### config.mk
export PLATFORM = sky130hd
export DESIGN_NAME = ufp_fifo_port
export DESIGN_NICKNAME = d
export VERILOG_FILES = /design/src/shared/ufp_pkg.sv /design/src/core/ufp_fifo_port.sv
export SDC_FILE = /design/constraint.sdc
export NUM_CORES = 1
export LEC_CHECK = 0
export BUFFER_PORTS_ARGS = -buffer_cell sky130_fd_sc_hd__clkbuf_2
export CAP_MARGIN = 40
export CORE_UTILIZATION = 50
export CTS_BUF_LIST = sky130_fd_sc_hd__clkbuf_2
export CTS_CLUSTER_DIAMETER = 60
export DETAILED_ROUTE_END_ITERATION = 16
export GPL_TIMING_DRIVEN = 0
export PLACE_DENSITY = 0.68
export SETUP_SLACK_MARGIN = 0.1
export SYNTH_ARGS = -nofsm -noshare
export SYNTH_HDL_FRONTEND = slang
export SYNTH_SLANG_ARGS = --single-unit
### constraint.sdc
create_clock -name clk_sys -period 15.6 [get_ports clk_sys]
set_input_delay 2.34 -clock clk_sys [delete_from_list [all_inputs] [get_ports clk_sys]]
set_output_delay 2.34 -clock clk_sys [all_outputs]
set_load 0.02 [all_outputs]
### src/shared/ufp_pkg.sv
// Constants and carrier types for the byte-wide strobe FIFO port
// How it works
// - Power enable goes low once configured, high again while suspended.
// - Receive byte is driven on the data bus only while read strobe is low.
// - Read strobe falling edge fetches the next receive byte; empty buffer never advances.
// - Write strobe falling edge captures the data bus byte into the transmit buffer.
// - Transmit space flag stays high while transmit buffer is full; writes only when low.
// - Receive available flag is low only while the receive buffer holds a byte.
// - Both status flags float while the device is held in reset.
// - Remote wakeup enabled and suspended turns the receive flag pin into an input.
// - Receive flag pin held low 20 ms during suspend raises a resume request.
// - Suspend pull-low option pulls input pins low while suspended, else high.
package ufp_pkg;

	// Register byte offsets
	localparam logic [11:0] UFP_CTRL_OFS = 12'h000;
	localparam logic [11:0] UFP_STATUS_OFS = 12'h004;
	localparam logic [11:0] UFP_RXDATA_OFS = 12'h008;
	localparam logic [11:0] UFP_TXDATA_OFS = 12'h00c;

	// Control fields
	localparam int UFP_CTRL_CONFIGURED = 0;
	localparam int UFP_CTRL_SUSPENDED = 1;
	localparam int UFP_CTRL_REMOTE_WAKE = 2;
	localparam int UFP_CTRL_PULL_LOW = 3;
	localparam logic [3:0] UFP_CTRL_RESET = 4'h0;

	// Status fields
	localparam int UFP_ST_RX_AVAIL = 0;
	localparam int UFP_ST_TX_SPACE = 1;
	localparam int UFP_ST_WAKE = 2;
	localparam int UFP_ST_RX_OVF = 3;
	localparam int UFP_ST_RX_COUNT = 8;
	localparam int UFP_ST_TX_COUNT = 16;
	localparam int UFP_TXDATA_VALID = 8;

	// AHB-Lite codes
	localparam logic [1:0] UFP_HTRANS_NONSEQ = 2'h2;
	localparam logic UFP_HRESP_OKAY = 1'b0;

	// Remote wakeup low time
	localparam int unsigned UFP_WAKE_TIME_US = 20000;
	localparam int unsigned UFP_CLK_PERIOD_NS = 100;
	localparam int unsigned UFP_WAKE_CYCLES = UFP_WAKE_TIME_US * 1000 / UFP_CLK_PERIOD_NS;

	typedef struct packed {
		logic pullLowOpt;
		logic remoteWakeOpt;
		logic suspended;
		logic configured;
	} ufp_ctrl_t;

	typedef struct packed {
		logic [7:0] data;
		logic readStrobeN;
		logic writeStrobe;
		logic rxAvailN;
	} ufp_pin_in_t;

	typedef struct packed {
		logic [7:0] data;
		logic dataOe;
		logic txSpaceN;
		logic txSpaceOe;
		logic rxAvailN;
		logic rxAvailOe;
		logic powerEnableN;
		logic weakPullLow;
		logic resumeRequest;
	} ufp_pin_out_t;

endpackage

### src/core/ufp_fifo_port.sv
// Byte-wide strobe FIFO port with AHB-Lite register access
`timescale 1ns/1ns
module ufp_fifo_port import ufp_pkg::*; #(
	parameter int RxDepth = 16,
	parameter int TxDepth = 16,
	parameter int unsigned WakeCycles = UFP_WAKE_CYCLES
) (
	input wire logic clk_sys,
	input wire logic resetn,
	input wire logic hsel,
	input wire logic [31:0] haddr,
	input wire logic [1:0] htrans,
	input wire logic hwrite,
	input wire logic [2:0] hsize,
	input wire logic [31:0] hwdata,
	input wire logic hready,
	output logic hreadyout,
	output logic hresp,
	output logic [31:0] hrdata,
	input wire ufp_pin_in_t pinIn,
	output ufp_pin_out_t pinOut
);

	localparam int RxAw = $clog2(RxDepth);
	localparam int TxAw = $clog2(TxDepth);
	localparam int RxCw = RxAw + 1;
	localparam int TxCw = TxAw + 1;
	localparam logic [RxCw-1:0] RxFull = RxCw'(RxDepth);
	localparam logic [TxCw-1:0] TxFull = TxCw'(TxDepth);

	typedef struct packed {
		logic [2:0] rdS;
		logic [2:0] wrS;
		logic [1:0] rxPinS;
		logic [1:0][7:0] dS;
		ufp_ctrl_t ctrl;
		logic wakeReq;
		logic rxOvf;
		logic [31:0] wakeCnt;
		logic [RxDepth-1:0][7:0] rxMem;
		logic [RxAw-1:0] rxWr;
		logic [RxAw-1:0] rxRd;
		logic [RxCw-1:0] rxCount;
		logic [TxDepth-1:0][7:0] txMem;
		logic [TxAw-1:0] txWr;
		logic [TxAw-1:0] txRd;
		logic [TxCw-1:0] txCount;
		logic wrPend;
		logic [11:0] addrPend;
		logic [31:0] rdata;
		logic readyOut;
		ufp_pin_out_t pins;
	} ufp_state_t;

	logic [1:0] rstSync;
	logic rstN;
	ufp_state_t st;
	ufp_state_t nx;
	logic rdFall;
	logic wrFall;
	logic addrTaken;
	logic rxPush;
	logic txPop;
	logic wakeMode;

	function automatic logic fellEdge(input logic [2:0] s);
		fellEdge = s[2] & ~s[1];
	endfunction

	// Reset release through two flops
	always_ff @(posedge clk_sys or negedge resetn) begin
		if (!resetn) begin
			rstSync <= 2'h0;
		end else begin
			rstSync <= {rstSync[0], 1'b1};
		end
	end
	assign rstN = rstSync[1];

	assign rdFall = fellEdge(st.rdS);
	assign wrFall = fellEdge(st.wrS);
	assign addrTaken = hsel && hready && (htrans == UFP_HTRANS_NONSEQ || htrans == 2'h3);
	assign rxPush = st.wrPend && st.addrPend == UFP_RXDATA_OFS;
	assign txPop = addrTaken && !hwrite && haddr[11:0] == UFP_TXDATA_OFS && st.txCount != '0;
	assign wakeMode = st.ctrl.remoteWakeOpt && st.pins.powerEnableN;

	always_comb begin
		logic rxPop;
		logic txPush;
		logic [31:0] rd;
		nx = st;
		rxPop = 1'b0;
		txPush = 1'b0;
		rd = 32'h0;

		// Pin synchronisers; first stage feeds only the second
		nx.rdS = {st.rdS[1:0], pinIn.readStrobeN};
		nx.wrS = {st.wrS[1:0], pinIn.writeStrobe};
		nx.rxPinS = {st.rxPinS[0], pinIn.rxAvailN};
		nx.dS = {st.dS[0], pinIn.data};

		// Read strobe falls: latch head byte and advance
		if (rdFall && st.rxCount != '0) begin
			nx.pins.data = st.rxMem[st.rxRd];
			nx.rxRd = RxAw'(st.rxRd + 1'b1);
			rxPop = 1'b1;
		end

		// Write strobe falls: capture bus byte when room
		if (wrFall && st.txCount != TxFull) begin
			nx.txMem[st.txWr] = st.dS[1];
			nx.txWr = TxAw'(st.txWr + 1'b1);
			txPush = 1'b1;
		end

		// AHB data phase of a write
		if (st.wrPend) begin
			unique case (st.addrPend)
				UFP_CTRL_OFS: begin
					nx.ctrl = ufp_ctrl_t'(hwdata[3:0]);
				end
				UFP_STATUS_OFS: begin
					if (hwdata[UFP_ST_WAKE]) begin
						nx.wakeReq = 1'b0;
					end
					if (hwdata[UFP_ST_RX_OVF]) begin
						nx.rxOvf = 1'b0;
					end
				end
				UFP_RXDATA_OFS: begin
					if (st.rxCount != RxFull) begin
						nx.rxMem[st.rxWr] = hwdata[7:0];
						nx.rxWr = RxAw'(st.rxWr + 1'b1);
					end
				end
				default: begin
				end
			endcase
		end
		if (rxPush && st.rxCount == RxFull) begin
			nx.rxOvf = 1'b1;
		end

		nx.rxCount = RxCw'(st.rxCount + RxCw'(rxPush && st.rxCount != RxFull) - RxCw'(rxPop));
		nx.txCount = TxCw'(st.txCount + TxCw'(txPush) - TxCw'(txPop));
		if (txPop) begin
			nx.txRd = TxAw'(st.txRd + 1'b1);
		end

		// AHB address phase; read data prepared for the data phase
		nx.wrPend = addrTaken && hwrite;
		if (addrTaken) begin
			nx.addrPend = haddr[11:0];
		end
		if (addrTaken && !hwrite) begin
			unique case (haddr[11:0])
				UFP_CTRL_OFS: begin
					rd[3:0] = st.ctrl;
				end
				UFP_STATUS_OFS: begin
					rd[UFP_ST_RX_AVAIL] = st.rxCount != '0;
					rd[UFP_ST_TX_SPACE] = st.txCount != TxFull;
					rd[UFP_ST_WAKE] = st.wakeReq;
					rd[UFP_ST_RX_OVF] = st.rxOvf;
					rd[UFP_ST_RX_COUNT +: 8] = 8'(st.rxCount);
					rd[UFP_ST_TX_COUNT +: 8] = 8'(st.txCount);
				end
				UFP_TXDATA_OFS: begin
					if (st.txCount != '0) begin
						rd[7:0] = st.txMem[st.txRd];
						rd[UFP_TXDATA_VALID] = 1'b1;
					end
				end
				default: begin
				end
			endcase
			nx.rdata = rd;
		end
		nx.readyOut = 1'b1;

		// Remote wakeup: count low time on the receive flag pin
		if (wakeMode && !st.rxPinS[1]) begin
			if (st.wakeCnt >= 32'(WakeCycles - 1)) begin
				nx.wakeReq = 1'b1;
			end else begin
				nx.wakeCnt = st.wakeCnt + 32'h1;
			end
		end else begin
			nx.wakeCnt = 32'h0;
		end

		// Pins
		nx.pins.dataOe = !st.rdS[1];
		nx.pins.txSpaceN = nx.txCount == TxFull;
		nx.pins.txSpaceOe = 1'b1;
		nx.pins.rxAvailN = nx.rxCount == '0;
		nx.pins.powerEnableN = !(nx.ctrl.configured && !nx.ctrl.suspended);
		nx.pins.rxAvailOe = !(nx.ctrl.remoteWakeOpt && nx.pins.powerEnableN);
		nx.pins.weakPullLow = nx.ctrl.pullLowOpt && nx.pins.powerEnableN;
		nx.pins.resumeRequest = nx.wakeReq;
	end

	// Whole state; reset floats both flags and the data bus
	always_ff @(posedge clk_sys or negedge rstN) begin
		if (!rstN) begin
			st <= '0;
			st.rdS <= 3'h7;
			st.rxPinS <= 2'h3;
			st.ctrl <= UFP_CTRL_RESET;
			st.pins.txSpaceN <= 1'b1;
			st.pins.rxAvailN <= 1'b1;
			st.pins.powerEnableN <= 1'b1;
		end else begin
			st <= nx;
		end
	end

	assign hreadyout = st.readyOut;
	assign hresp = UFP_HRESP_OKAY;
	assign hrdata = st.rdata;
	assign pinOut = st.pins;

	logic [31:0] lowRun;
	always_ff @(posedge clk_sys or negedge rstN) begin
		if (!rstN) begin
			lowRun <= 32'h0;
		end else if (wakeMode && !st.rxPinS[1]) begin
			lowRun <= lowRun + 32'h1;
		end else begin
			lowRun <= 32'h0;
		end
	end
endmodule

==> key figures <==
Run status
  – Outcome: finished clean

Layout
  – Final nets: 1567
  – Post-route cell area: 0.01994 mm2
  – Share of cells above drive strength 1: 44.68%
  – Synth-to-Final Area Change: 11.87%
  – Fillcell total: 2904

Synth
  – Post-synth ARST share: 100.0%
  – Syn_area_per_cell: 14.16 um2
  – Biggest area consumer among synthesized cells: dfrtp_1
  – Warnings from Yosys: 0
  – Synthesized area: 0.01782 mm2
  – Cell variety after synth: 65
  – Post-synthesis cell count: 1259
  – Synth Flop Type: dfrtp_1
  – Top-area cell type share of the netlist area: 53.91%
  – Number of synthesized register bits: 392
  – Synth top area cells: dfrtp_1, mux2_2, mux4_2
  – Post-synth EDFFs: 0
  – Sequential cell area fraction in the yosys report: 55.09%

Run
  – Max cap viols: 0

Detailed routing
  – DR DRC count: 0
  – Avg WL per Cell: 19.36 um
  – Total Wirelength: 38500 um
  – Routed vias/inst: 5.511
  – Vias: 10961
  – Number of iterations in the first detailed-routing pass: 5
  – Post-route ant nets: 0
  – DR iter-0 viols: 491

Critical path
  – Worst flop-to-flop path endpoint: pinOut[6]$_DFF_PN1_
  – R2R depth: 15
  – Critical path arrival: 5.76 ns
  – CP Launch Type: primary input
  – Critical register-to-register path startpoint: st[65]$_DFF_PN0_
  – CP required: 16.45 ns
  – CP max FO: 6
  – Kind of critical path: in -> reg
  – Crit path capture type: register
  – Reg2Reg Setup Slack: 11.94 ns

Clock tree
  – Post-CTS Setup Bufs: 0
  – Clk sink count: 392
  – Hold buffer count at cts: 0
  – H-Tree Depth: 3
  – Clk slew on worst S/H paths: 0.10 ns
  – Max clock buf depth: 3
  – Clk_lat worst skew: 0.98 ns
  – CTS root buf: clkbuf_2
  – Num CTS Buffers: 103
  – CTS tree: built
  – # resized after CTS: 0

Placement
  – Dpl hpwl: 26320 um
  – GP Congestion: 0.8098
  – Post-DP Area: 0.01900 mm2
  – I/O Buffers: 70

STA
  – Final period utilization: 31.50%
  – Setup violators final: 0
  – Max-slew violations: 0
  – Worst Tran Pin Value: 0.9221 ns
  – Unrepaired setup endpoints after global routing: false
  – Hold slack: 0.1977 ns
  – FMAX: 0.2035 GHz
  – Final hold vios: 0
  – Setup Skew: 0.06500 ns
  – Slew headroom: 37.66%
  – Final worst path period need: 4.914 ns

Global route
  – Initial antenna violation count: 1
  – Tot GR Track Use: 22.25%
  – Largest net degree at the start of global routing: 61
  – GRT Residual Overflow: 0
  – First-pass GRT wire length: 61570 um
  – Vias in the first global route: 11285

Die
  – Core area: 0.03480 mm2
  – # IOs: 135
  – Die Wd: 190.8 um
  – Initial core utilization: 51.22%
  – Die height: 190.8 um
  – Rows: 68
  – DIE AREA: 0.03641 mm2

Power and ir drop
  – Pwr Density: 130.7 mW/mm2
  – Leak: 0.009748 uW
  – Max rail drop VDD: 0.07338 mV

Worst hold path
  – Hold Crit Class: reg -> async
[critical path: stages]
cell	delay, ns
clkbuf_2	0.09
nor4_1	0.30
nand3_1	0.22
nor3_1	0.74
nand2_1	0.29
inv_1	0.23
ha_1	0.16
inv_1	0.04
ha_1	0.19
fa_1	0.41
a21oi_1	0.17
o21bai_1	0.09
xnor2_1	0.21
nand2b_1	0.09
nor4_1	0.20
[synth_stat cells, types with 3 or more instances]
cell      number
o21a_1         3
a21o_1        12
nor4_2         4
clkbuf_1      39
o211ai_1       4
a31oi_1        4
or2_2          4
xor2_1         6
and3_1        18
dfstp_2        8
buf_1          7
o22ai_1        8
a21oi_1       23
nand3_1       22
a221oi_1       4
nand3b_1       4
nor4_1         7
o21ai_0       15
buf_4         64
mux4_2        61
nor3_1         3
xnor2_1       15
ha_1          23
nor2_1        25
o31ai_1       11
nand2b_1       5
or4_1          5
a22o_1        13
nand2_1       33
inv_1         31
dfrtp_1      384
nand4_1       12
mux2_2       275
nor2b_1       10
buf_2         14
and2_1        17
or3_1          3
mux2i_1       27
[layout by cell type, fill, tap and decap left out, types with 12 or more instances in the layout]
cell type / synthesis / layout
a21o_1: 12 / 12
a21oi_1: 23 / 23
a22o_1: 13 / 13
and2_1: 17 / 17
and3_1: 18 / 18
buf_2: 14 / 14
buf_4: 64 / 64
clkbuf_1: 39 / 39
clkbuf_2: 1 / 226
clkinv_1: 0 / 18
conb_1: 2 / 17
dfrtp_1: 384 / 383
ha_1: 23 / 23
inv_1: 31 / 31
mux2_2: 275 / 275
mux2i_1: 27 / 27
mux4_2: 61 / 61
nand2_1: 33 / 33
nand3_1: 22 / 22
nand4_1: 12 / 12
nor2_1: 25 / 25
o21ai_0: 15 / 15
xnor2_1: 15 / 15
[state kept, by name (all words and copies together) (netlist names)]
name and flops:
st 343, hrdata 18, pinOut 16, nx 13, rstSync 2
[final cells by class]
type                       instances  area (um2)  area share (%)
multi-input combinational        725        7204           36.13
inverter                          31       116.4          0.5836
timing repair buffer              78       546.8           2.742
antenna                            1       2.502         0.01255
buffer                           126       739.5           3.709
tap                              455       569.3           2.855
clock inverter                    26       161.4          0.8095
clock buffer                     155       775.7           3.891
sequential                       392        9823           49.27
[where the power goes]
part | internal, uW | switching, uW
Combinational | 307 | 284
Clock | 296 | 416
Sequential | 1200 | 103
Total | 1800 | 803
[worst max-delay path by stage]
stage	to	slack, ns	depth (start not counted)	from
6_report	pinOut[6]$_DFF_PN1_	10.69	15	haddr[1]
5_1_grt	pinOut[6]$_DFF_PN1_	10.45	15	haddr[1]
4_1_cts	pinOut[6]$_DFF_PN1_	10.75	15	haddr[1]
3_5_place_dp	pinOut[6]$_DFF_PN1_	9.74	15	haddr[1]
3_3_place_gp	hrdata[10]$_DFFE_PN0N_	-0.30	0	rstSync[1]$_DFF_PN0_
2_1_floorplan	hrdata[0]$_DFFE_PN0N_	3.88	0	rstSync[1]$_DFF_PN0_
[stage by stage]
stage	utilization (%)	TNS, ns	total power (uW)	std cells	setup slack [ns]
2_1_floorplan	-	0	1753	1274	3.880
3_3_place_gp	54.02	-105.78	1888	1799	-0.2962
3_5_place_dp	54.60	0	1918	1807	9.737
4_1_cts	57.29	0	2641	1988	10.75
5_1_grt	57.30	0	2774	1989	10.45
6_report	57.30	0	2606	1989	10.69
[layer usage]
metal	GRT usage [%]	vias up	share of wire, %
met2	34.55	291	47
met4	8.185	0	2.3
met3	4.288	73	5.0
li1	-	4972	-
met5	0	-	0
met1	31.13	5625	46
[cell families after synthesis]
family,after synthesis,synth area share [%]
buffers and inverters,157,4.802
xor gates and xnor gates,21,1.032
adders and majority gates,25,1.839
and+or+nand+nor,184,5.988
DFF,392,55.09
muxes,363,26.60
other,2,0.04214
AOI/OAI and AO/OA,115,4.605
Note: power is estimated with default switching activity, not from simulation.
